===== src/swlt_pkg.sv =====
// constants for the switch link tuning register bank
package swlt_pkg;
    // register offsets
    localparam logic [7:0] OFF_TEST0 = 8'h68;
    localparam logic [7:0] OFF_TEST1 = 8'h6C;
    localparam logic [7:0] OFF_TIMER = 8'h70;
    localparam logic [7:0] OFF_FWD = 8'h74;
    // reset values
    localparam logic [31:0] RST_TEST0 = 32'h0400_1060;
    localparam logic [31:0] RST_TEST1 = 32'h0400_0800;
    localparam logic [11:0] RST_REPLAY = 12'h000;
    localparam logic [13:0] RST_ACK = 14'h0000;
    localparam logic RST_VGA = 1'h1;
    localparam logic [1:0] RST_THR = 2'h1;
    // timer word fields
    localparam int REPLAY_LSB = 0;
    localparam int REPLAY_W = 12;
    localparam int REPLAY_EN_BIT = 12;
    localparam int ACK_LSB = 16;
    localparam int ACK_W = 14;
    localparam int ACK_EN_BIT = 30;
    localparam int VGA_BIT = 31;
    // forwarding policy word fields
    localparam int STORE_BIT = 0;
    localparam int THR_LSB = 1;
    localparam int ARB_BIT = 3;
    localparam int CRED_BIT = 4;
    localparam int XORD_BIT = 5;
    localparam int TORD_BIT = 6;
    // credit types released to the partner
    localparam int CRED_TYPES = 3;
    // credit release sequencer
    typedef enum logic [0:0] {
        UPD_IDLE = 1'b0,
        UPD_GAP = 1'b1
    } swlt_upd_t;
endpackage


===== src/swlt_ct_point.sv =====
// start point of forwarding for cut-through or store-and-forward
`timescale 1ns/1ps
module swlt_ct_point #(
    parameter int LEN_W = 11
) (
    input wire logic clk, // core clock
    input wire logic rst, // synchronous reset
    input wire logic store_fwd, // whole packet before forwarding
    input wire logic [1:0] thr, // cycles ahead of midpoint
    input wire logic slow_to_fast, // ingress slower than egress
    input wire logic [LEN_W-1:0] pkt_len, // packet length in cycles
    output logic [LEN_W-1:0] start_at // forwarding start cycle
);
    logic [LEN_W-1:0] start_r, start_nxt;
    logic [LEN_W-1:0] half;

    initial begin
        if (LEN_W < 3) begin
            $error("swlt_ct_point: LEN_W too small");
        end
    end

    // a slow source would underrun a fast sink, so wait until midpoint
    always_comb begin
        half = pkt_len >> 1;
        if (store_fwd) begin
            start_nxt = pkt_len;
        end else if (slow_to_fast) begin
            if (half > LEN_W'(thr)) begin
                start_nxt = half - LEN_W'(thr);
            end else begin
                start_nxt = '0;
            end
        end else begin
            start_nxt = '0;
        end
    end

    // registers only
    always_ff @(posedge clk) begin
        if (rst) begin
            start_r <= '0;
        end else begin
            start_r <= start_nxt;
        end
    end

    assign start_at = start_r;

    store_waits_a: assert property (@(posedge clk) disable iff (rst)
        store_fwd |=> start_at == $past(pkt_len))
        else $error("store-and-forward does not wait for whole packet");
    midpoint_ahead_a: assert property (@(posedge clk) disable iff (rst)
        !store_fwd && slow_to_fast && (pkt_len >> 1) > 8
        |=> start_at == ($past(pkt_len) >> 1) - $past(thr))
        else $error("cut-through threshold not applied to midpoint");
endmodule


===== src/swlt_regs.sv =====
// switch link tuning register bank and the policies it steers
`timescale 1ns/1ps
//
// Contract
// - user replay value, 12 bits at 11:0, writable, resets to zero.
// - replay enable bit 12 selects the user replay value.
// - user ACK latency value, 14 bits at 29:16, resets to zero.
// - ACK latency enable bit 30 selects the user ACK value.
// - bit 31 is read-only VGA decode enable, resets to one.
// - bit 0 set means store-and-forward, clear means cut-through.
// - threshold 2:1 sets start point for slow-to-fast forwarding.
// - threshold 00 is midpoint, 01..11 start 1..3 cycles earlier.
// - arbitration bit 3 set keeps granted port while it requests.
// - arbitration bit clear moves only to ports with enough credit.
// - credit bit 4 set releases all credit types per update.
// - credit bit clear releases one credit type per update.
// - bit 5 enables ordering across different egress ports.
// - bit 6 enables ordering among completions of different tags.
// - management-bus or EEPROM writes may replace reset defaults.
// - two writable test words reset to 04001060h and 04000800h.
module swlt_regs #(
    parameter int PORTS = 4,
    parameter int LEN_W = 11
) (
    input wire logic CORE_CLK, // core clock, 10 MHz
    input wire logic RST, // synchronous reset, active high
    input wire logic CFG_WR, // configuration write strobe
    input wire logic CFG_RD, // configuration read strobe
    input wire logic [7:0] CFG_ADDR, // configuration byte offset
    input wire logic [3:0] CFG_BE, // configuration byte enables
    input wire logic [31:0] CFG_WDATA, // configuration write data
    output logic [31:0] CFG_RDATA, // configuration read data
    output logic CFG_RVALID, // read data valid pulse
    input wire logic SMB_WR, // management bus word write
    input wire logic [7:0] SMB_ADDR, // management bus offset
    input wire logic [31:0] SMB_WDATA, // management bus data
    output logic SMB_RDY, // management write accepted
    input wire logic EE_WR, // eeprom auto-load word write
    input wire logic [7:0] EE_ADDR, // eeprom load offset
    input wire logic [31:0] EE_WDATA, // eeprom load data
    output logic EE_RDY, // eeprom write accepted
    input wire logic [11:0] DEF_REPLAY, // built-in replay time-out
    input wire logic [13:0] DEF_ACK, // built-in ack latency
    output logic [11:0] REPLAY_LIMIT, // replay time-out in use
    output logic [13:0] ACK_LIMIT, // ack latency in use
    input wire logic [31:0] DEC_ADDR, // address to decode
    input wire logic DEC_IS_IO, // address is an io access
    output logic VGA_DECODE_EN, // vga range decode enabled
    output logic VGA_HIT, // address falls in vga range
    input wire logic SLOW_TO_FAST, // ingress slower than egress
    input wire logic [LEN_W-1:0] PKT_LEN, // packet length in cycles
    output logic STORE_FWD, // store-and-forward active
    output logic [LEN_W-1:0] FWD_START, // cycle to start forwarding
    input wire logic ARB_ADV, // arbitration point
    input wire logic [PORTS-1:0] ARB_REQ, // port requests
    input wire logic [PORTS-1:0] ARB_CRED_OK, // enough credit per port
    output logic [PORTS-1:0] ARB_GNT, // one-hot grant
    input wire logic [2:0] CRED_PEND, // credit types awaiting release
    output logic UPD_VALID, // credit update pulse
    output logic [2:0] UPD_TYPES, // types carried by the update
    output logic XPORT_ORDER, // ordering across egress ports
    output logic TAG_ORDER, // ordering across completion tags
    output logic [31:0] PHY_TEST_WORD_0, // test-only control word 0
    output logic [31:0] PHY_TEST_WORD_1 // test-only control word 1
);
    localparam int CT = swlt_pkg::CRED_TYPES;

    initial begin
        if (CT != 3) begin
            $error("swlt_regs: credit type count must be 3");
        end
    end

    // merge write data under byte enables
    function automatic logic [31:0] be_merge(input logic [31:0] old_w,
            input logic [31:0] new_w, input logic [3:0] be);
        logic [31:0] res;
        res = old_w;
        for (int b = 0; b < 4; b++) begin
            if (be[b]) begin
                res[b*8 +: 8] = new_w[b*8 +: 8];
            end
        end
        return res;
    endfunction

    // register state
    logic [11:0] rep_val_r, rep_val_nxt;
    logic rep_en_r, rep_en_nxt;
    logic [13:0] ack_val_r, ack_val_nxt;
    logic ack_en_r, ack_en_nxt;
    logic [6:0] pol_r, pol_nxt;
    logic [31:0] test0_r, test0_nxt, test1_r, test1_nxt;
    logic [31:0] rdata_r, rdata_nxt;
    logic rvalid_r, rvalid_nxt;
    logic [11:0] rep_lim_r, rep_lim_nxt;
    logic [13:0] ack_lim_r, ack_lim_nxt;
    logic vga_hit_r, vga_hit_nxt;
    // write port selection
    logic wr_en;
    logic [7:0] wr_addr;
    logic [31:0] wr_data;
    logic [3:0] wr_be;
    logic [31:0] w_timer, w_pol, m_timer, m_pol;

    // config space wins, then management bus, then eeprom load
    assign SMB_RDY = !CFG_WR;
    assign EE_RDY = !CFG_WR && !SMB_WR;

    always_comb begin
        wr_en = CFG_WR || SMB_WR || EE_WR;
        wr_addr = EE_ADDR;
        wr_data = EE_WDATA;
        wr_be = 4'hF;
        if (CFG_WR) begin
            wr_addr = CFG_ADDR;
            wr_data = CFG_WDATA;
            wr_be = CFG_BE;
        end else if (SMB_WR) begin
            wr_addr = SMB_ADDR;
            wr_data = SMB_WDATA;
        end
    end

    // read-back words; capability-disable and reserved bits read zero
    always_comb begin
        w_timer = 32'h0000_0000;
        w_timer[swlt_pkg::REPLAY_LSB +: swlt_pkg::REPLAY_W] = rep_val_r;
        w_timer[swlt_pkg::REPLAY_EN_BIT] = rep_en_r;
        w_timer[swlt_pkg::ACK_LSB +: swlt_pkg::ACK_W] = ack_val_r;
        w_timer[swlt_pkg::ACK_EN_BIT] = ack_en_r;
        w_timer[swlt_pkg::VGA_BIT] = swlt_pkg::RST_VGA;
        w_pol = {25'h000_0000, pol_r};
    end

    // next values of the register file
    always_comb begin
        m_timer = be_merge(w_timer, wr_data, wr_be);
        m_pol = be_merge(w_pol, wr_data, wr_be);
        rep_val_nxt = rep_val_r;
        rep_en_nxt = rep_en_r;
        ack_val_nxt = ack_val_r;
        ack_en_nxt = ack_en_r;
        pol_nxt = pol_r;
        test0_nxt = test0_r;
        test1_nxt = test1_r;
        if (wr_en) begin
            case (wr_addr)
                swlt_pkg::OFF_TEST0: begin
                    test0_nxt = be_merge(test0_r, wr_data, wr_be);
                end
                swlt_pkg::OFF_TEST1: begin
                    test1_nxt = be_merge(test1_r, wr_data, wr_be);
                end
                swlt_pkg::OFF_TIMER: begin
                    // bit 31 is never taken from the write
                    rep_val_nxt = m_timer[swlt_pkg::REPLAY_LSB +:
                        swlt_pkg::REPLAY_W];
                    rep_en_nxt = m_timer[swlt_pkg::REPLAY_EN_BIT];
                    ack_val_nxt = m_timer[swlt_pkg::ACK_LSB +:
                        swlt_pkg::ACK_W];
                    ack_en_nxt = m_timer[swlt_pkg::ACK_EN_BIT];
                end
                swlt_pkg::OFF_FWD: begin
                    pol_nxt = m_pol[6:0];
                end
                default: begin
                    pol_nxt = pol_r;
                end
            endcase
        end
    end

    // read port: unmapped offsets answer zero one cycle later
    always_comb begin
        rvalid_nxt = CFG_RD;
        rdata_nxt = 32'h0000_0000;
        if (CFG_RD) begin
            case (CFG_ADDR)
                swlt_pkg::OFF_TEST0: rdata_nxt = test0_r;
                swlt_pkg::OFF_TEST1: rdata_nxt = test1_r;
                swlt_pkg::OFF_TIMER: rdata_nxt = w_timer;
                swlt_pkg::OFF_FWD: rdata_nxt = w_pol;
                default: rdata_nxt = 32'h0000_0000;
            endcase
        end
    end

    // timer selection and vga range decode
    always_comb begin
        rep_lim_nxt = rep_en_r ? rep_val_r : DEF_REPLAY;
        ack_lim_nxt = ack_en_r ? ack_val_r : DEF_ACK;
        if (DEC_IS_IO) begin
            vga_hit_nxt = (DEC_ADDR[15:0] >= 16'h03B0
                && DEC_ADDR[15:0] <= 16'h03BB)
                || (DEC_ADDR[15:0] >= 16'h03C0
                && DEC_ADDR[15:0] <= 16'h03DF);
        end else begin
            vga_hit_nxt = DEC_ADDR >= 32'h000A_0000
                && DEC_ADDR <= 32'h000B_FFFF;
        end
        vga_hit_nxt = vga_hit_nxt && swlt_pkg::RST_VGA;
    end

    always_ff @(posedge CORE_CLK) begin
        if (RST) begin
            rep_val_r <= swlt_pkg::RST_REPLAY;
            rep_en_r <= 1'b0;
            ack_val_r <= swlt_pkg::RST_ACK;
            ack_en_r <= 1'b0;
            pol_r <= {4'h0, swlt_pkg::RST_THR, 1'b0};
            test0_r <= swlt_pkg::RST_TEST0;
            test1_r <= swlt_pkg::RST_TEST1;
            rdata_r <= 32'h0000_0000;
            rvalid_r <= 1'b0;
            rep_lim_r <= 12'h000;
            ack_lim_r <= 14'h0000;
            vga_hit_r <= 1'b0;
        end else begin
            rep_val_r <= rep_val_nxt;
            rep_en_r <= rep_en_nxt;
            ack_val_r <= ack_val_nxt;
            ack_en_r <= ack_en_nxt;
            pol_r <= pol_nxt;
            test0_r <= test0_nxt;
            test1_r <= test1_nxt;
            rdata_r <= rdata_nxt;
            rvalid_r <= rvalid_nxt;
            rep_lim_r <= rep_lim_nxt;
            ack_lim_r <= ack_lim_nxt;
            vga_hit_r <= vga_hit_nxt;
        end
    end

    // credit release sequencer; a gap cycle lets the pending mask settle
    swlt_pkg::swlt_upd_t upd_st_r, upd_st_nxt;
    logic [1:0] rot_r, rot_nxt;
    logic upd_v_r, upd_v_nxt;
    logic [2:0] upd_t_r, upd_t_nxt;

    always_comb begin
        logic [1:0] idx;
        logic found;
        idx = 2'h0;
        found = 1'b0;
        upd_st_nxt = upd_st_r;
        rot_nxt = rot_r;
        upd_v_nxt = 1'b0;
        upd_t_nxt = 3'h0;
        case (upd_st_r)
            swlt_pkg::UPD_IDLE: begin
                if (CRED_PEND != 3'h0) begin
                    upd_v_nxt = 1'b1;
                    upd_st_nxt = swlt_pkg::UPD_GAP;
                    if (pol_r[swlt_pkg::CRED_BIT]) begin
                        upd_t_nxt = CRED_PEND;
                    end else begin
                        // rotate so no type starves the others
                        for (int i = 0; i < CT; i++) begin
                            // int width so the wrap cannot overflow 2 bits
                            idx = 2'((int'(rot_r) + i) % CT);
                            if (!found && CRED_PEND[idx]) begin
                                found = 1'b1;
                                upd_t_nxt = 3'h0;
                                upd_t_nxt[idx] = 1'b1;
                                rot_nxt = (idx == 2'(CT - 1)) ?
                                    2'h0 : idx + 2'h1;
                            end
                        end
                    end
                end
            end
            swlt_pkg::UPD_GAP: begin
                upd_st_nxt = swlt_pkg::UPD_IDLE;
            end
            default: begin
                upd_st_nxt = swlt_pkg::UPD_IDLE;
            end
        endcase
    end

    always_ff @(posedge CORE_CLK) begin
        if (RST) begin
            upd_st_r <= swlt_pkg::UPD_IDLE;
            rot_r <= 2'h0;
            upd_v_r <= 1'b0;
            upd_t_r <= 3'h0;
        end else begin
            upd_st_r <= upd_st_nxt;
            rot_r <= rot_nxt;
            upd_v_r <= upd_v_nxt;
            upd_t_r <= upd_t_nxt;
        end
    end

    swlt_ct_point #(.LEN_W(LEN_W)) u_ct (
        .clk(CORE_CLK),
        .rst(RST),
        .store_fwd(pol_r[swlt_pkg::STORE_BIT]),
        .thr(pol_r[swlt_pkg::THR_LSB +: 2]),
        .slow_to_fast(SLOW_TO_FAST),
        .pkt_len(PKT_LEN),
        .start_at(FWD_START)
    );

    swlt_rr_arb #(.PORTS(PORTS)) u_arb (
        .clk(CORE_CLK),
        .rst(RST),
        .stick_mode(pol_r[swlt_pkg::ARB_BIT]),
        .adv(ARB_ADV),
        .req(ARB_REQ),
        .cred_ok(ARB_CRED_OK),
        .gnt(ARB_GNT)
    );

    // outputs
    assign CFG_RDATA = rdata_r;
    assign CFG_RVALID = rvalid_r;
    assign REPLAY_LIMIT = rep_lim_r;
    assign ACK_LIMIT = ack_lim_r;
    assign VGA_DECODE_EN = swlt_pkg::RST_VGA;
    assign VGA_HIT = vga_hit_r;
    assign STORE_FWD = pol_r[swlt_pkg::STORE_BIT];
    assign XPORT_ORDER = pol_r[swlt_pkg::XORD_BIT];
    assign TAG_ORDER = pol_r[swlt_pkg::TORD_BIT];
    assign UPD_VALID = upd_v_r;
    assign UPD_TYPES = upd_t_r;
    assign PHY_TEST_WORD_0 = test0_r;
    assign PHY_TEST_WORD_1 = test1_r;

    // the release edge still loads the reset limits, so it is left out
    replay_user_a: assert property (@(posedge CORE_CLK)
        disable iff (RST) !RST && rep_en_r
        |=> REPLAY_LIMIT == $past(rep_val_r))
        else $error("user replay value not in use");
    replay_builtin_a: assert property (@(posedge CORE_CLK)
        disable iff (RST) !RST && !rep_en_r
        |=> REPLAY_LIMIT == $past(DEF_REPLAY))
        else $error("built-in replay value not in use");
    ack_select_a: assert property (@(posedge CORE_CLK)
        disable iff (RST) !RST
        |=> ACK_LIMIT == ($past(ack_en_r) ? $past(ack_val_r)
        : $past(DEF_ACK)))
        else $error("ack latency selection wrong");
    vga_ro_a: assert property (@(posedge CORE_CLK) disable iff (RST)
        CFG_RD && CFG_ADDR == swlt_pkg::OFF_TIMER
        |=> CFG_RVALID && CFG_RDATA[31])
        else $error("vga decode enable not reading one");
    test_reset_a: assert property (@(posedge CORE_CLK)
        RST |=> PHY_TEST_WORD_0 == 32'h0400_1060
        && PHY_TEST_WORD_1 == 32'h0400_0800)
        else $error("test word reset value wrong");
    thr_reset_a: assert property (@(posedge CORE_CLK)
        RST |=> pol_r == 7'h02)
        else $error("forwarding policy reset value wrong");
    // the mode that chose the types is the one of the previous edge
    single_type_a: assert property (@(posedge CORE_CLK)
        disable iff (RST) $rose(UPD_VALID)
        && !$past(pol_r[swlt_pkg::CRED_BIT]) |-> $onehot(UPD_TYPES))
        else $error("type-oriented update carries several types");
    all_types_a: assert property (@(posedge CORE_CLK)
        disable iff (RST) upd_st_r == swlt_pkg::UPD_IDLE
        && CRED_PEND != 3'h0 && pol_r[swlt_pkg::CRED_BIT]
        |=> UPD_VALID && UPD_TYPES == $past(CRED_PEND))
        else $error("all-types update missing a type");
    smb_write_a: assert property (@(posedge CORE_CLK)
        disable iff (RST) SMB_WR && !CFG_WR && SMB_ADDR == swlt_pkg::OFF_FWD
        |=> STORE_FWD == $past(SMB_WDATA[0])
        && XPORT_ORDER == $past(SMB_WDATA[5]))
        else $error("management write did not replace policy");
endmodule


===== src/swlt_rr_arb.sv =====
// round-robin port arbiter with sticky or credit-checked hand-over
`timescale 1ns/1ps
module swlt_rr_arb #(
    parameter int PORTS = 4
) (
    input wire logic clk, // core clock
    input wire logic rst, // synchronous reset
    input wire logic stick_mode, // stay on granted port while it requests
    input wire logic adv, // arbitration point
    input wire logic [PORTS-1:0] req, // port requests
    input wire logic [PORTS-1:0] cred_ok, // enough egress credit per port
    output logic [PORTS-1:0] gnt // one-hot grant
);
    localparam int PW = $clog2(PORTS);
    logic [PORTS-1:0] gnt_r, gnt_nxt;
    logic [PW-1:0] ptr_r, ptr_nxt;

    initial begin
        if (PORTS < 2 || (1 << PW) != PORTS) begin
            $error("swlt_rr_arb: PORTS must be a power of two >= 2");
        end
    end

    // search from the port after the last winner so nobody starves
    always_comb begin
        logic found;
        logic [PW-1:0] idx;
        found = 1'b0;
        idx = '0;
        gnt_nxt = gnt_r;
        ptr_nxt = ptr_r;
        if (adv) begin
            if (stick_mode && req[ptr_r]) begin
                gnt_nxt = '0;
                gnt_nxt[ptr_r] = 1'b1;
            end else begin
                gnt_nxt = '0;
                for (int i = 1; i <= PORTS; i++) begin
                    idx = PW'(ptr_r + PW'(i));
                    if (!found && req[idx] && cred_ok[idx]) begin
                        found = 1'b1;
                        ptr_nxt = idx;
                        gnt_nxt[idx] = 1'b1;
                    end
                end
            end
        end
    end

    // registers only
    always_ff @(posedge clk) begin
        if (rst) begin
            gnt_r <= '0;
            ptr_r <= '0;
        end else begin
            gnt_r <= gnt_nxt;
            ptr_r <= ptr_nxt;
        end
    end

    assign gnt = gnt_r;

    stay_granted_a: assert property (@(posedge clk) disable iff (rst)
        adv && stick_mode && req[ptr_r] |=> gnt[$past(ptr_r)])
        else $error("sticky arbiter left a requesting port");
    credit_checked_a: assert property (@(posedge clk) disable iff (rst)
        adv && !stick_mode |=> (gnt & ~($past(req) & $past(cred_ok))) == '0)
        else $error("grant given to port without credit");
endmodule


===== config.mk =====
export PLATFORM = sky130hd
export DESIGN_NAME = swlt_regs
export DESIGN_NICKNAME = d
export VERILOG_FILES = /design/src/swlt_pkg.sv /design/src/swlt_ct_point.sv /design/src/swlt_regs.sv /design/src/swlt_rr_arb.sv
export SDC_FILE = /design/constraint.sdc
export NUM_CORES = 1
export LEC_CHECK = 0
export ABC_AREA = 1
export BUFFER_PORTS_ARGS = -buffer_cell sky130_fd_sc_hd__buf_4
export CORE_AREA = 2 2 139 141
export DETAILED_ROUTE_END_ITERATION = 10
export DIE_AREA = 0 0 141 143
export MAX_ROUTING_LAYER = met4
export PLACE_DENSITY = 0.85
export SYNTH_ARGS = -nofsm -noshare
export SYNTH_HDL_FRONTEND = slang
export SYNTH_HIERARCHICAL = 1
export SYNTH_SLANG_ARGS = --single-unit

===== constraint.sdc =====
create_clock -name CORE_CLK -period 3.5 [get_ports CORE_CLK]
set_input_delay 0.7 -clock CORE_CLK [delete_from_list [all_inputs] [get_ports CORE_CLK]]
set_output_delay 0.7 -clock CORE_CLK [all_outputs]
set_load 0.02 [all_outputs]

Yosys cells after proc, flatten, opt, wreduce, memory -nomap -nowiden
Index checks and enable logic that the tools add are counted.
{ "op_classes": {"n_addsub": 9, "multipliers": 0, "div_mod_pow": 3, "n_lt_le_gt_ge": 21, "n_eq_ne": 11, "shifts": 0, "n_mux": 91, "n_bitwise": 9, "n_reduce_logical": 52} }
{ "op_table": {"columns": ["cell", "n"], "rows": [
  ["$pmux 32 s4", 1],
  ["$eq 8x7->1 const B", 8],
  ["$mod 32x3->32 const B", 2],
  ["$mux 32", 2],
  ["$mux 4", 12],
  ["$reduce_and 3->1", 13],
  ["$mux 1", 37],
  ["$mux 11", 3],
  ["$ge 16x10->1 const B", 2],
  ["$ge 32x20->1 const B", 1],
  ["$le 16x10->1 const B", 2],
  ["$le 32x20->1 const B", 1],
  ["$mod 3x3->32 const B", 1],
  ["$bmux 1 s2", 11],
  ["$logic_and 1x1->1", 21],
  ["$lt 2x3->1 const B", 7],
  ["$mux 2", 9],
  ["$mux 8", 2],
  ["$demux 1 s2", 7],
  ["$ge 2x1->1 const B", 7],
  ["$mux 14", 1],
  ["$mux 12", 1],
  ["$mux 3", 4],
  ["$or 4x4->4", 3],
  ["other kinds (15)", 38]
]} }
{ "word_totals": {"ff_bits": 183, "latch_bits": 0, "ram_bits": 0, "rom_bits": 0, "input_bits": 213, "wordCells": 223, "memories": 0} }

Depth between registers and ports, before layout
Gate-level depths: netlist of run 1.
{ "logic_depth": {"word_depth": 24, "depth_mapped": 13} }

Modules after synthesis
The synthesis of run 1 kept the hierarchy.
{ "modules_own_cells": {"columns": ["module", "n_inst", "cells_per_inst", "area_each_um2"], "rows": [
  ["swlt_regs", 1, 1308, 8534.4],
  ["swlt_rr_arb", 1, 116, 735.7],
  ["swlt_ct_point", 1, 111, 706.9]
]} }

Least setup slack after synthesis of run 1
No wires, ideal clock.
{ "synth_path": {"kind": "input to output", "from": "input CFG_WR", "to": "output EE_RDY", "arrival_ns": 1.468, "required_time_ns": 2.800, "setup_slack_ns": 1.332, "stages": 4, "path_buffers": 3, "path_cell_list": "buf_4 nor2_4 buf_6 clkbuf_1"} }
{ "synth_via": {"elab_chain_cells": 2} }
{ "synth_rtl": {"columns": ["item", "line", "rtl"], "rows": [
  ["from (decl)", "swlt_regs.sv:27", "input wire logic CFG_WR,"],
  ["$logic_not 1->1", "swlt_regs.sv:108", "assign EE_RDY = !CFG_WR && !SMB_WR;"],
  ["$logic_and 1x1->1", "swlt_regs.sv:108", null],
  ["to (decl)", "swlt_regs.sv:41", "output logic EE_RDY,"]
]} }
No other way between the ends.

Worst setup path after layout of run 1
{ "layout_path": {"from": "input CFG_WR", "to": "register test1_r[6] (netlist: PHY_TEST_WORD_1[6])"} }
{ "layout_via": {"elab_chain_cells": 3} }
{ "layout_rtl": {"columns": ["item", "line", "rtl"], "rows": [
  ["$mux 8 or $logic_or 1x1->1 (tied branches)", "swlt_regs.sv:115, swlt_regs.sv:111", null],
  ["$eq 8x7->1 or $logic_or 1x1->1 (tied branches)", "swlt_regs.sv:148, swlt_regs.sv:111", null],
  ["$reduce_and 3->1 (no line)", null, null],
  ["to (signal assigned)", "swlt_regs.sv:213", "test1_r <= swlt_pkg::RST_TEST1;"],
  ["to (signal assigned)", "swlt_regs.sv:226", "test1_r <= test1_nxt;"],
  ["to (decl)", "swlt_regs.sv:93", "logic [31:0] test0_r, test0_nxt, test1_r, test1_nxt;"]
]} }
Several ways; a longest one is shown, not always the timed one.
A chain may end at the register's enable or synchronous reset.

==> results of run 1 <==
==> kinds of logic after synthesis <==
kind of cell / after synthesis / synth area share
flip-flops: 182 / 0.365
buffers and inverters: 306 / 0.126
other: 1 / 0.000376
XOR/XNOR: 3 / 0.00263
AO/OA/AOI/OAI: 173 / 0.0958
adder cells (fa/ha/maj): 15 / 0.0196
AND/OR/NAND/NOR: 855 / 0.390
==> power by group <==
part           internal, mW  switching [mW]  total [mW]
Clock                 0.959           0.936        1.90
Combinational         0.563           0.956        1.52
Sequential             2.15          0.0663        2.21
Total                  3.67            1.96        5.63
==> path summary, 6_finish.rpt <==
check	endpoint	from
setup / recovery	PHY_TEST_WORD_1[6]	CFG_WR
hold / removal	PHY_TEST_WORD_0[12]	PHY_TEST_WORD_0[12]
setup reg to reg	u_arb/gnt[3]	u_arb/ptr_r[0]
hold reg to reg	PHY_TEST_WORD_0[12]	PHY_TEST_WORD_0[12]
==> metal layers <==
layer  part of all wire  vias up  track usage
met4              0.026        0        0.102
met3              0.091       88       0.0560
met1               0.41     4979        0.423
met2               0.47      588        0.549
met5                  0        -            -
li1                   -     5475            -
==> critical path: cells and delay by family <==
family	cells	cell delay, ps
AND/OR/NAND/NOR	7	1570
buffers and inverters	2	650
==> stage by stage <==
stage / worst slack (ps) / std cells
5_1_grt: 735 / 2108
4_1_cts: 945 / 2108
6_report: 881 / 2108
3_5_place_dp: 509 / 2076
2_1_floorplan: 1330 / 1535
3_3_place_gp: 571 / 2076
==> flip-flops by register name, indices dropped and copies added (netlist names), 3 cells and up <==
name / cells
pol_r: 7
ack_val_r: 14
PHY_TEST_WORD_0: 32
REPLAY_LIMIT: 12
rep_val_r: 12
u_ct/start_at: 11
CFG_RDATA: 32
UPD_TYPES: 3
u_arb/gnt: 4
ACK_LIMIT: 14
PHY_TEST_WORD_1: 32
==> placed cells by master, fill, tap and decap left out, types with 4 or more instances in the layout <==
cell,n
nor2_1,201
nand3_1,80
buf_4,374
clkinv_1,5
nand2_1,430
ha_1,14
o21ai_0,68
a21oi_2,4
a21oi_1,66
dfxtp_1,182
nand3_2,9
clkbuf_16,17
nor3_1,4
inv_6,5
nor2_4,5
nor2_2,8
inv_1,223
nand2_2,13
o22ai_1,23
nand3_4,10
inv_2,8
inv_8,5
nand4_1,79
==> cell type report <==
cell class                      count  share of cell area
Multi-Input combinational cell   1047               0.382
Sequential cell                   182               0.273
Timing Repair Buffer              375               0.212
Inverter                          238              0.0673
Clock buffer                       18              0.0322
Tap cell                          234              0.0220
Clock inverter                     14              0.0113
==> metrics.json, run 1 <==
{
  "final_layout_size_suffix_gt1_frac": 0.254,
  "yosysUniqueCellTypes": 44,
  "finalInstanceArea_um2": 13300,
  "numClockSinks": 182,
  "critPathArrivalTime_ps": 2950,
  "crit_path_max_fanout": 25,
  "final-setup-viol-count": 0,
  "fillCellCount": 1519,
  "seq_cell_area_um2": 3640,
  "synthArstFlopShare": 0,
  "synth.avg_cell_area_um2": 6.50,
  "detail_route.wl_per_cell_um": 16.0,
  "synth.largest_area_cell": "dfxtp_1",
  "cts_hold_repair_buffers": 0,
  "tritoncts": "built",
  "firstDrtPassIters": 6,
  "routabilityCongestion": 0.925,
  "floorplan.initialDensity": 0.537,
  "final_hold_viol_count": 0,
  "detailed_place_hpwl_mm": 25.8,
  "yosys.area.top_type_share": 0.365,
  "placement_rows": 50,
  "yosys_warnings": 6,
  "count_of_h_tree_levels_built_during_cts": 4,
  "power.static_leakage_nw": 6.84,
  "portBuffers": 357,
  "highest_clock_rate_mhz": 382,
  "syn-cell-area_um2": 9980,
  "max_cap_violations": 0,
  "synth-seq-area-share": 0.365,
  "drt_iter0_markers": 1140,
  "worstRegToRegCells": 12,
  "worstPathCellList": "buf_4 -> buf_4 -> nand2_1 -> nand3_2 -> nand2_2 -> nor2_8 -> nand3_1 -> nor2_1 -> nor2_1",
  "postSynthCellCount": 1535,
  "wire_length_of_the_first_global_routing_pass_mm": 51.9,
  "multi_input_gate_area_in_the_final_layout_um2": 5090,
  "finalHoldWorstSlack_ps": 495,
  "max_slew.worst_pin.slew_ps": 885,
  "clockBufferDepth": 2,
  "criticalPathCategory": "input pin to flip-flop",
  "grt_overflow_total": 0,
  "cellPowerDensity_nw_per_um2": 422,
  "dr_total_vias": 11130,
  "run_status": "completed",
  "num_antenna_cells": 0,
  "rsz_0062_raised_after_global_routing": "no",
  "slew_headroom": 0.410,
  "cpMaxStageDelayCell": "nand3_1",
  "totalNegativeSetupSlack_ps": 0,
  "die_w_um": 141,
  "count_of_flip_flops_with_a_built_in_enable_after_synthesis": 0,
  "final_period_demand_of_the_worst_path_ps": 2620,
  "synth_commonest_cells": "nand2_1, inv_1, nor2_1",
  "ant_nets": 0,
  "core_area_um2": 18600,
  "detailed_place.area_um2": 12700,
  "area_growth_syn_to_layout_pct": 33.6,
  "max-vdd-ir-drop_v": 0.000348,
  "grt_max_degree": 61,
  "cts_made_buffers": 17,
  "post_cts_buffers": 0,
  "clkSlewWorstSetupHoldPaths_ps": 80,
  "final_max_slew_viol_count": 0,
  "timing.critical_path.required_ps": 3830,
  "design.die.area_um2": 20200,
  "drc": 0,
  "class_of_the_most_critical_hold_timing_path": "flip-flop to flip-flop",
  "netlist_top_cells_area": "dfxtp_1, nand2_1, inv_1",
  "antenna_violations_before_repair": 0,
  "synthesis.nets": 1763,
  "die_y_extent_um": 143,
  "root_buffer": "clkbuf_16",
  "vias_in_the_first_global_route": 10179,
  "ctsResizeCount": 0,
  "routed_wirelength_mm": 33.7,
  "finalClockSkew_ps": 13.6,
  "synth_top_flop_cell": "dfxtp_1",
  "groute.usage.overall": 0.334,
  "timing.final.crit_share": 0.748,
  "endpoint_kind": "flip-flop",
  "layout.core_utilization": 0.717,
  "finalNetCount": 2089,
  "min_delay_path_depth": 2,
  "synthMostInstantiatedCell": "nand2_1",
  "slowest_delay_ps": 480,
  "finalPower_mw": 5.63,
  "worst-r2r-setup-slack_ps": 1290,
  "setup.worst_path.start_class": "input pin",
  "post_drt_via_cell_ratio": 5.28,
  "clk-insertion-delay-late_ps": 440,
  "flop_and_latch_count_out_of_synthesis": 182,
  "top_level_ports": 362
}
No activity file was read; power rests on OpenSTA's default activity.
==> run 2: changes to the inputs <==
- ABC_AREA: 1 -> 0
- CORE_AREA: 2 2 139 141 -> default
- CORE_UTILIZATION: default -> 45
- DIE_AREA: 0 0 141 143 -> default
- PLACE_DENSITY: 0.85 -> 0.78
- clock period: 3.5 -> 2.35 ns (I/O delays scaled with it)
==> run 2 against run 1 <==
Against the previous run: area after synthesis fell by 6.3%; cell area is 2.4% lower; utilization fell by 7.6 points; setup slack worse by 700 ps; die area rose by 5.9%; combinational power down 13%; count of clock-buffer cells in the layout down 1; cell count down 23%; highest routed layer unchanged.
==> metrics.json, run 2 <==
{
  "synth.avg_cell_area": {"value": 9.38, "unit": "um^2", "change": "+44%"},
  "ant_nets": {"value": 0, "change": "unchanged"},
  "routed_wirelength": {"value": 31.6, "unit": "mm", "change": "-6.3%"},
  "detailed_place_hpwl": {"value": 24.0, "unit": "mm", "change": "-6.9%"},
  "endpoint_kind": "flip-flop",
  "p_switching": {"value": 2.11, "unit": "mW", "change": "+7.8%"},
  "power.static_leakage": {"value": 5.56, "unit": "nW", "change": "-19%"},
  "cts_hold_repair_buffers": {"value": 0, "change": "unchanged"},
  "firstDrtPassIters": {"value": 5, "change": "-1"},
  "top_level_ports": {"value": 362, "change": "unchanged"},
  "seq_cell_area": {"value": 3640, "unit": "um^2", "change": "about the same"},
  "slowest_delay": {"value": 590, "unit": "ps", "change": "+110 ps"},
  "postSynthCellCount": {"value": 996, "change": "-35%"},
  "dr_total_vias": {"value": 8872, "change": "-20%"},
  "mostFrequentLayoutCell": "buf_4",
  "synth-compound-area-share": {"value": 0.145, "change": "+0.0489"},
  "tritoncts": "built",
  "multi_input_gate_area_in_the_final_layout": {"value": 5350, "unit": "um^2", "change": "+5.2%"},
  "pwr-share-seq": {"value": 0.427, "change": "+0.034"},
  "synth_xor_area_frac": {"value": 0.00281, "change": "+0.000178"},
  "vias_in_the_first_global_route": {"value": 8815, "change": "-13%"},
  "fillCellCount": {"value": 1732, "change": "+14%"},
  "cts_made_buffers": {"value": 17, "change": "unchanged"},
  "grt_util_met3": {"value": 0.0628, "change": "+0.00681"},
  "clk-insertion-delay-late": {"value": 430, "unit": "ps", "change": "about the same"},
  "final-setup-viol-count": {"value": 0, "change": "unchanged"},
  "grt_max_degree": {"value": 80, "change": "+31%"},
  "criticalPathCategory": "flip-flop to flip-flop",
  "synth_commonest_cells": "dfxtp_1, mux2i_1, nand2b_1",
  "drt_iter0_markers": {"value": 480, "change": "-58%"},
  "portBuffers": {"value": 357, "change": "unchanged"},
  "synth_top_flop_cell": "dfxtp_1",
  "max-vdd-ir-drop": {"value": 0.000539, "unit": "V", "change": "+55%"},
  "rsz_0062_raised_after_global_routing": "no",
  "cellPowerDensity": {"value": 573, "unit": "nW/um^2", "change": "+36%"},
  "syn-cell-area": {"value": 9350, "unit": "um^2", "change": "-6.3%"},
  "finalClockSkew": {"value": 11.9, "unit": "ps", "change": "-1.67 ps"},
  "crit_path_max_fanout": {"value": 6, "change": "-76%"},
  "worstPathCellList": "inv_1 -> ha_2 -> mux4_2 -> a32oi_1 -> o21ai_0 -> a221o_2",
  "yosys.area.top_type_share": {"value": 0.390, "change": "+0.0247"},
  "antenna_violations_before_repair": {"value": 4, "change": "+4"},
  "cell_count_after_placement": {"value": 1595, "change": "-23%"},
  "placement_rows": {"value": 52, "change": "+4.0%"},
  "final_max_slew_viol_count": {"value": 0, "change": "unchanged"},
  "grtUsageMet1": {"value": 0.327, "change": "-0.0960"},
  "numClockSinks": {"value": 182, "change": "unchanged"},
  "drc": {"value": 0, "change": "unchanged"},
  "swShare": {"value": 0.283, "change": "-0.0646"},
  "post_cts_buffers": {"value": 0, "change": "unchanged"},
  "final-instance-count-excl-fill": {"value": 1631, "change": "-23%"},
  "post_drt_via_cell_ratio": {"value": 5.44, "change": "+3.0%"},
  "totalNegativeSetupSlack": {"value": 0, "unit": "ps", "change": "unchanged"},
  "count_of_flip_flops_with_a_built_in_enable_after_synthesis": {"value": 0, "change": "unchanged"},
  "grtUsageMet2": {"value": 0.536, "change": "-0.0131"},
  "combinational_family_with_the_most_area_after_synthesis": "simple AND/OR/NAND/NOR gates",
  "slew_headroom": {"value": 0.341, "change": "-0.0688"},
  "run_status": "completed",
  "class_of_the_most_critical_hold_timing_path": "input pin to flip-flop",
  "final_layout_size_suffix_gt1_frac": {"value": 0.349, "change": "+0.0946"},
  "clkSlewWorstSetupHoldPaths": {"value": 80, "unit": "ps", "change": "about the same"},
  "max_slew.worst_pin.slew": {"value": 987, "unit": "ps", "change": "+102 ps"},
  "root_buffer": "clkbuf_16",
  "highest_clock_rate_mhz": 460,
  "design.die.area": {"value": 21300, "unit": "um^2", "change": "+5.9%"},
  "path_delay_family": "compound AO/OA/AOI/OAI gates",
  "synthesis.nets": {"value": 1224, "change": "-31%"},
  "flop_and_latch_count_out_of_synthesis": {"value": 182, "change": "unchanged"},
  "netlist_top_cells_area": "dfxtp_1, mux2i_1, nand2b_1",
  "layout.cells.most_common_list": "buf_4, dfxtp_1, mux2i_1, nand2b_1, nor2_1",
  "wire_length_of_the_first_global_routing_pass": {"value": 48.2, "unit": "mm", "change": "-7.2%"},
  "die_y_extent": {"value": 146, "unit": "um", "change": "+2.2%"},
  "critPathArrivalTime": {"value": 2490, "unit": "ps", "change": "-460 ps"},
  "post_synth_fa_ha_maj_area_fraction": {"value": 0.0209, "change": "+0.00132"},
  "area_growth_syn_to_layout_pct": 39.2,
  "gr_peak_layer": "met2",
  "final_period_demand_of_the_worst_path_ps": 2170,
  "power_report.internal_total": {"value": 5.34, "unit": "mW", "change": "+45%"},
  "setup.worst_path.start_class": "flip-flop",
  "synth-seq-area-share": {"value": 0.390, "change": "+0.0247"},
  "clock_power_share": {"value": 0.395, "change": "+0.058"},
  "power.share.combinational": {"value": 0.178, "change": "-0.092"},
  "finalHoldWorstSlack": {"value": 242, "unit": "ps", "change": "-253 ps"},
  "floorplan.initialDensity": {"value": 0.460, "change": "-0.0766"},
  "routabilityCongestion": {"value": 0.887, "change": "-4.1%"},
  "count_of_h_tree_levels_built_during_cts": {"value": 4, "change": "unchanged"},
  "core_area": {"value": 20300, "unit": "um^2", "change": "+9.3%"},
  "grt_overflow_total": {"value": 0, "change": "unchanged"},
  "post_synthesis_simple_gate_area_fraction": {"value": 0.219, "change": "-0.171"},
  "yosys_warnings": {"value": 6, "change": "unchanged"},
  "synthMostInstantiatedCell": "dfxtp_1",
  "timing.final.crit_share": 0.925,
  "synth.largest_area_cell": "dfxtp_1",
  "synthArstFlopShare": {"value": 0, "change": "unchanged"},
  "clockBufferDepth": {"value": 2, "change": "unchanged"},
  "cp.buffers_inverters": {"value": 1, "change": "-1"},
  "finalPower": {"value": 7.45, "unit": "mW", "change": "+32%"},
  "yosysUniqueCellTypes": {"value": 85, "change": "+93%"},
  "timing.critical_path.required": {"value": 2670, "unit": "ps", "change": "-1160 ps"},
  "cpMaxStageDelayCell": "mux4_2",
  "groute.usage.overall": {"value": 0.302, "change": "-0.0319"},
  "post_synth_mux_area_share": {"value": 0.184, "change": "+0.184"},
  "detail_route.wl_per_cell": {"value": 19.3, "unit": "um", "change": "+21%"},
  "max_cap_violations": {"value": 0, "change": "unchanged"},
  "die_w": {"value": 146, "unit": "um", "change": "+3.6%"},
  "final_hold_viol_count": {"value": 0, "change": "unchanged"},
  "finalNetCount": {"value": 1572, "change": "-25%"}
}
==> run 2: area by class of cell <==
| class | instances | share of cell area |
|---|---|---|
| clock inverter | 15 | 0.0139 |
| antenna | 4 | 0.000770 |
| inverter | 18 | 0.00519 |
| clock buffer | 17 | 0.0327 |
| multi-input combinational | 732 | 0.412 |
| timing repair buffer | 393 | 0.230 |
| sequential | 182 | 0.280 |
| tap | 270 | 0.0260 |
==> run 2: worst min-delay path, stage by stage <==
cell,delay [ps]
buf_4,80
nand2_1,40
o21ai_0,60
==> run 2: per-layer routing <==
metal | wire (um) | share of wire
met3 | 2050 | 0.065
met1 | 12100 | 0.38
met5 | 0 | 0
met2 | 16400 | 0.52
met4 | 998 | 0.032
==> run 2: cell families (layout without fill, tap and decap cells) <==
kind of cell | Yosys count | in the layout
compound gates | 183 | 183
buf+inv | 82 | 443
fa+ha+maj | 15 | 15
xor+xnor | 3 | 3
mux | 166 | 166
simple gates | 364 | 364
other cells | 1 | 5
flops | 182 | 182
==> run 2: what timing repair did <==
item / CTS / global route
endpoints found under the setup margin: 0 / 2
hold endpoints to repair: 0 / 0
gates resized for setup: 0 / 2
==> run 2: per-stage QoR <==
stage                util  area, um^2  setup WS (ps)
floorplan               -        9350           4.24
global route        0.641       13000           77.0
CTS                 0.640       13000            115
finish              0.641       13000            177
global placement    0.610       12400           37.1
detailed placement  0.610       12400          -42.9
==> run 2: power by group through the flow <==
stage               combinational, mW  sequential, mW  clock [mW]
floorplan                       0.660            3.32           0
global placement                 1.30            3.25           0
detailed placement               1.31            3.25           0
CTS                              1.32            3.18        2.99
global route                     1.44            3.19        3.12
finish                           1.32            3.18        2.95
==> run 2: path summary, 6_finish.rpt <==
check                     start            endpoint  slack, ps  cells past startpoint
max              u_arb/ptr_r[1]        u_arb/gnt[0]        180                      6
min                  PKT_LEN[0]    u_ct/start_at[0]        240                      3
max reg2reg      u_arb/ptr_r[1]        u_arb/gnt[0]        180                      6
min reg2reg  PHY_TEST_WORD_1[4]  PHY_TEST_WORD_1[4]        490                      2
==> run 3: changes to the inputs <==
- CORE_UTILIZATION: 45 -> 46
- CTS_BUF_LIST: default -> sky130_fd_sc_hd__clkbuf_4
- PLACE_DENSITY: 0.78 -> 0.79
==> run 3 against run 2 <==
Against the previous run: cell count down 0.18%; via count is 0.19% lower; utilization grew 0.60 points; sequential cell count is the same; highest routed layer unchanged.
==> metrics.json, run 3 (synthesis gave the netlist of run 2 again) <==
{
  "crit-reg2reg-launch": "u_arb/ptr_r[1]",
  "routed_wirelength": {"value": 31.5, "unit": "mm", "change": "-0.18%"},
  "grt_overflow_total": {"value": 0, "change": "unchanged"},
  "crit_path_max_fanout": {"value": 6, "change": "unchanged"},
  "vias_in_the_first_global_route": {"value": 8518, "change": "-3.4%"},
  "highest_clock_rate": {"value": 454, "unit": "MHz", "change": "-1.4%"},
  "worst-r2r-setup-slack": {"value": 150, "unit": "ps", "change": "-30 ps"},
  "cpMaxStageDelayCell": "mux4_2",
  "firstDrtPassIters": {"value": 5, "change": "unchanged"},
  "antenna_violations_before_repair": {"value": 3, "change": "-1"},
  "drc": {"value": 0, "change": "unchanged"},
  "slowest_delay": {"value": 610, "unit": "ps", "change": "+20 ps"},
  "finalHoldWorstSlack": {"value": 58.1, "unit": "ps", "change": "-184 ps"},
  "worstReg2RegEnd": "u_arb/gnt[2]",
  "power.static_leakage": {"value": 5.46, "unit": "nW", "change": "-1.9%"},
  "max_slew.worst_pin.slew": {"value": 736, "unit": "ps", "change": "-251 ps"},
  "timing.critical_path.required": {"value": 2870, "unit": "ps", "change": "+200 ps"},
  "min_delay_path_depth": {"value": 3, "change": "unchanged"},
  "final-setup-viol-count": {"value": 0, "change": "unchanged"},
  "clockBufferDepth": {"value": 2, "change": "unchanged"},
  "rsz_0062_raised_after_global_routing": "no",
  "fillCellCount": {"value": 1630, "change": "-5.9%"},
  "cellPowerDensity": {"value": 498, "unit": "nW/um^2", "change": "-13%"},
  "power.share.combinational": {"value": 0.210, "change": "+0.032"},
  "drt_iter0_markers": {"value": 501, "change": "+4.4%"},
  "path_delay_family": "compound AO/OA/AOI/OAI gates",
  "clock_power_share": {"value": 0.288, "change": "-0.107"},
  "dr_total_vias": {"value": 8855, "change": "-0.19%"},
  "power_report.internal_total": {"value": 4.32, "unit": "mW", "change": "-19%"},
  "worstPathCellList": "inv_1 -> ha_1 -> mux4_2 -> a32oi_1 -> o21ai_0 -> a221o_2",
  "run_status": "completed",
  "layout.cells.most_common_list": "buf_4, dfxtp_1, mux2i_1, nand2b_1, nor2_1",
  "critPathArrivalTime": {"value": 2720, "unit": "ps", "change": "+230 ps"},
  "hold_path_startpoint": "DEF_ACK[11]",
  "count_of_h_tree_levels_built_during_cts": {"value": 4, "change": "unchanged"},
  "floorplan.initialDensity": {"value": 0.474, "change": "+0.0136"},
  "post_drt_via_cell_ratio": {"value": 5.44, "change": "about the same"},
  "grt_max_degree": {"value": 123, "change": "+54%"},
  "clkSlewWorstSetupHoldPaths": {"value": 200, "unit": "ps", "change": "+120 ps"},
  "die_y_extent": {"value": 145, "unit": "um", "change": "-1.1%"},
  "design.die.area": {"value": 20900, "unit": "um^2", "change": "-2.1%"},
  "area_growth_syn_to_layout_pct": 36.5,
  "post_cts_buffers": {"value": 0, "change": "unchanged"},
  "finalNetCount": {"value": 1575, "change": "+0.19%"},
  "numClockSinks": {"value": 182, "change": "unchanged"},
  "setup.worst_path.start_class": "flip-flop",
  "p_switching": {"value": 2.03, "unit": "mW", "change": "-3.8%"},
  "endpoint_kind": "flip-flop",
  "final_hold_viol_count": {"value": 0, "change": "unchanged"},
  "finalClockSkew": {"value": 27.4, "unit": "ps", "change": "+15.5 ps"},
  "final_max_slew_viol_count": {"value": 0, "change": "unchanged"},
  "final_period_demand_of_the_worst_path": {"value": 2200, "unit": "ps", "change": "+31.0 ps"},
  "final_layout_size_suffix_gt1_frac": {"value": 0.349, "change": "+0.000702"},
  "die_w": {"value": 145, "unit": "um", "change": "-1.1%"},
  "clk-insertion-delay-late": {"value": 600, "unit": "ps", "change": "+170 ps"},
  "groute.usage.overall": {"value": 0.308, "change": "+0.00588"},
  "detail_route.wl_per_cell": {"value": 19.3, "unit": "um", "change": "about the same"},
  "routabilityCongestion": {"value": 0.902, "change": "+1.8%"},
  "max_cap_violations": {"value": 0, "change": "unchanged"},
  "worstRegToRegCells": {"value": 6, "change": "unchanged"},
  "class_of_the_most_critical_hold_timing_path": "input pin to flip-flop",
  "detailed_place_hpwl": {"value": 24.0, "unit": "mm", "change": "about the same"},
  "portBuffers": {"value": 357, "change": "unchanged"},
  "layout.core_utilization": {"value": 0.647, "change": "+0.00603"},
  "cell_count_after_placement": {"value": 1593, "change": "-0.13%"},
  "tritoncts": "built",
  "core_area": {"value": 19700, "unit": "um^2", "change": "-2.9%"},
  "slew_headroom": {"value": 0.510, "change": "+0.168"},
  "criticalPathCategory": "flip-flop to flip-flop",
  "mostFrequentLayoutCell": "buf_4",
  "cp.buffers_inverters": {"value": 1, "change": "unchanged"},
  "timing.final.crit_share": {"value": 0.938, "change": "+0.0132"},
  "max-vdd-ir-drop": {"value": 0.000313, "unit": "V", "change": "-42%"},
  "hold_path_end": "ACK_LIMIT[11]",
  "ant_nets": {"value": 0, "change": "unchanged"},
  "swShare": {"value": 0.320, "change": "+0.0363"},
  "top_level_ports": {"value": 362, "change": "unchanged"},
  "cts_made_buffers": {"value": 17, "change": "unchanged"},
  "pwr-share-seq": {"value": 0.502, "change": "+0.075"},
  "root_buffer": "clkbuf_4",
  "wire_length_of_the_first_global_routing_pass": {"value": 46.6, "unit": "mm", "change": "-3.3%"},
  "final-instance-count-excl-fill": {"value": 1628, "change": "-0.18%"},
  "totalNegativeSetupSlack": {"value": 0, "unit": "ps", "change": "unchanged"},
  "placement_rows": {"value": 51, "change": "-1.9%"}
}
## run 3: cell count changes in the layout (fill, tap and decap cells not counted), sizes merged
cell	previous run	this run
buf	393	396
inv	27	24
clkinv	4	8
diode	4	3
bufinv	1	0
## run 3: power groups by stage
stage	Clock, mW	Sequential (mW)	Combinational, mW
6_report	1.83	3.19	1.33
5_1_grt	2.00	3.20	1.44
4_1_cts	1.86	3.19	1.33
3_5_place_dp	0	3.25	1.32
3_3_place_gp	0	3.25	1.30
2_1_floorplan	0	3.32	0.660
## run 3: through the flow
stage / total power [mW] / worst slack, ps / instance area (um^2)
after CTS: 6.37 / 79.5 / 12700
after detailed placement: 4.57 / -9.73 / 12400
after floorplan: 3.98 / 4.24 / 9350
after global routing: 6.63 / 42.1 / 12800
final: 6.35 / 146 / 12800
after global placement: 4.55 / 30.1 / 12400
## run 3: worst register-to-register path: cells and delay by family, from the launching register on
kind | cells | cell delay (ps)
mux | 1 | 610
flops | 1 | 410
compound gates | 3 | 650
fa+ha+maj | 1 | 390
buf+inv | 1 | 70
## run 3: worst max-delay path by stage
| stage | from | endpoint | slack, ps | cells past startpoint |
|---|---|---|---|---|
| after detailed placement | PKT_LEN[3] | u_ct/start_at[5] | -10 | 6 |
| after floorplan | u_arb/ptr_r[0] | u_arb/gnt[0] | 4 | 7 |
| after CTS | u_arb/ptr_r[1] | u_arb/gnt[2] | 80 | 6 |
| after global placement | PKT_LEN[3] | u_ct/start_at[8] | 30 | 5 |
| final | u_arb/ptr_r[1] | u_arb/gnt[2] | 150 | 6 |
| after global routing | u_arb/ptr_r[1] | u_arb/gnt[2] | 40 | 6 |
## run 3: metal layers
metal  share of wire  track usage
met5               0            -
met4           0.032        0.123
met3           0.065       0.0570
met2            0.52        0.550
met1            0.38        0.335
## run 3: repair_timing
action,4_1_cts,5_1_grt
endpoints found under the setup margin,0,2
gates resized for setup,0,1
hold buffers,0,0
## run 3: layout make-up
type | count | area [um^2] | share of cell area
clock inverters | 15 | 180 | 0.0141
repair buffers | 396 | 3040 | 0.238
inverters | 18 | 67.6 | 0.00530
clock buffers | 17 | 128 | 0.0100
flip-flops and latches | 182 | 3640 | 0.286
well taps | 265 | 332 | 0.0260
diodes | 3 | 7.51 | 0.000589
multi-input cells | 732 | 5360 | 0.420
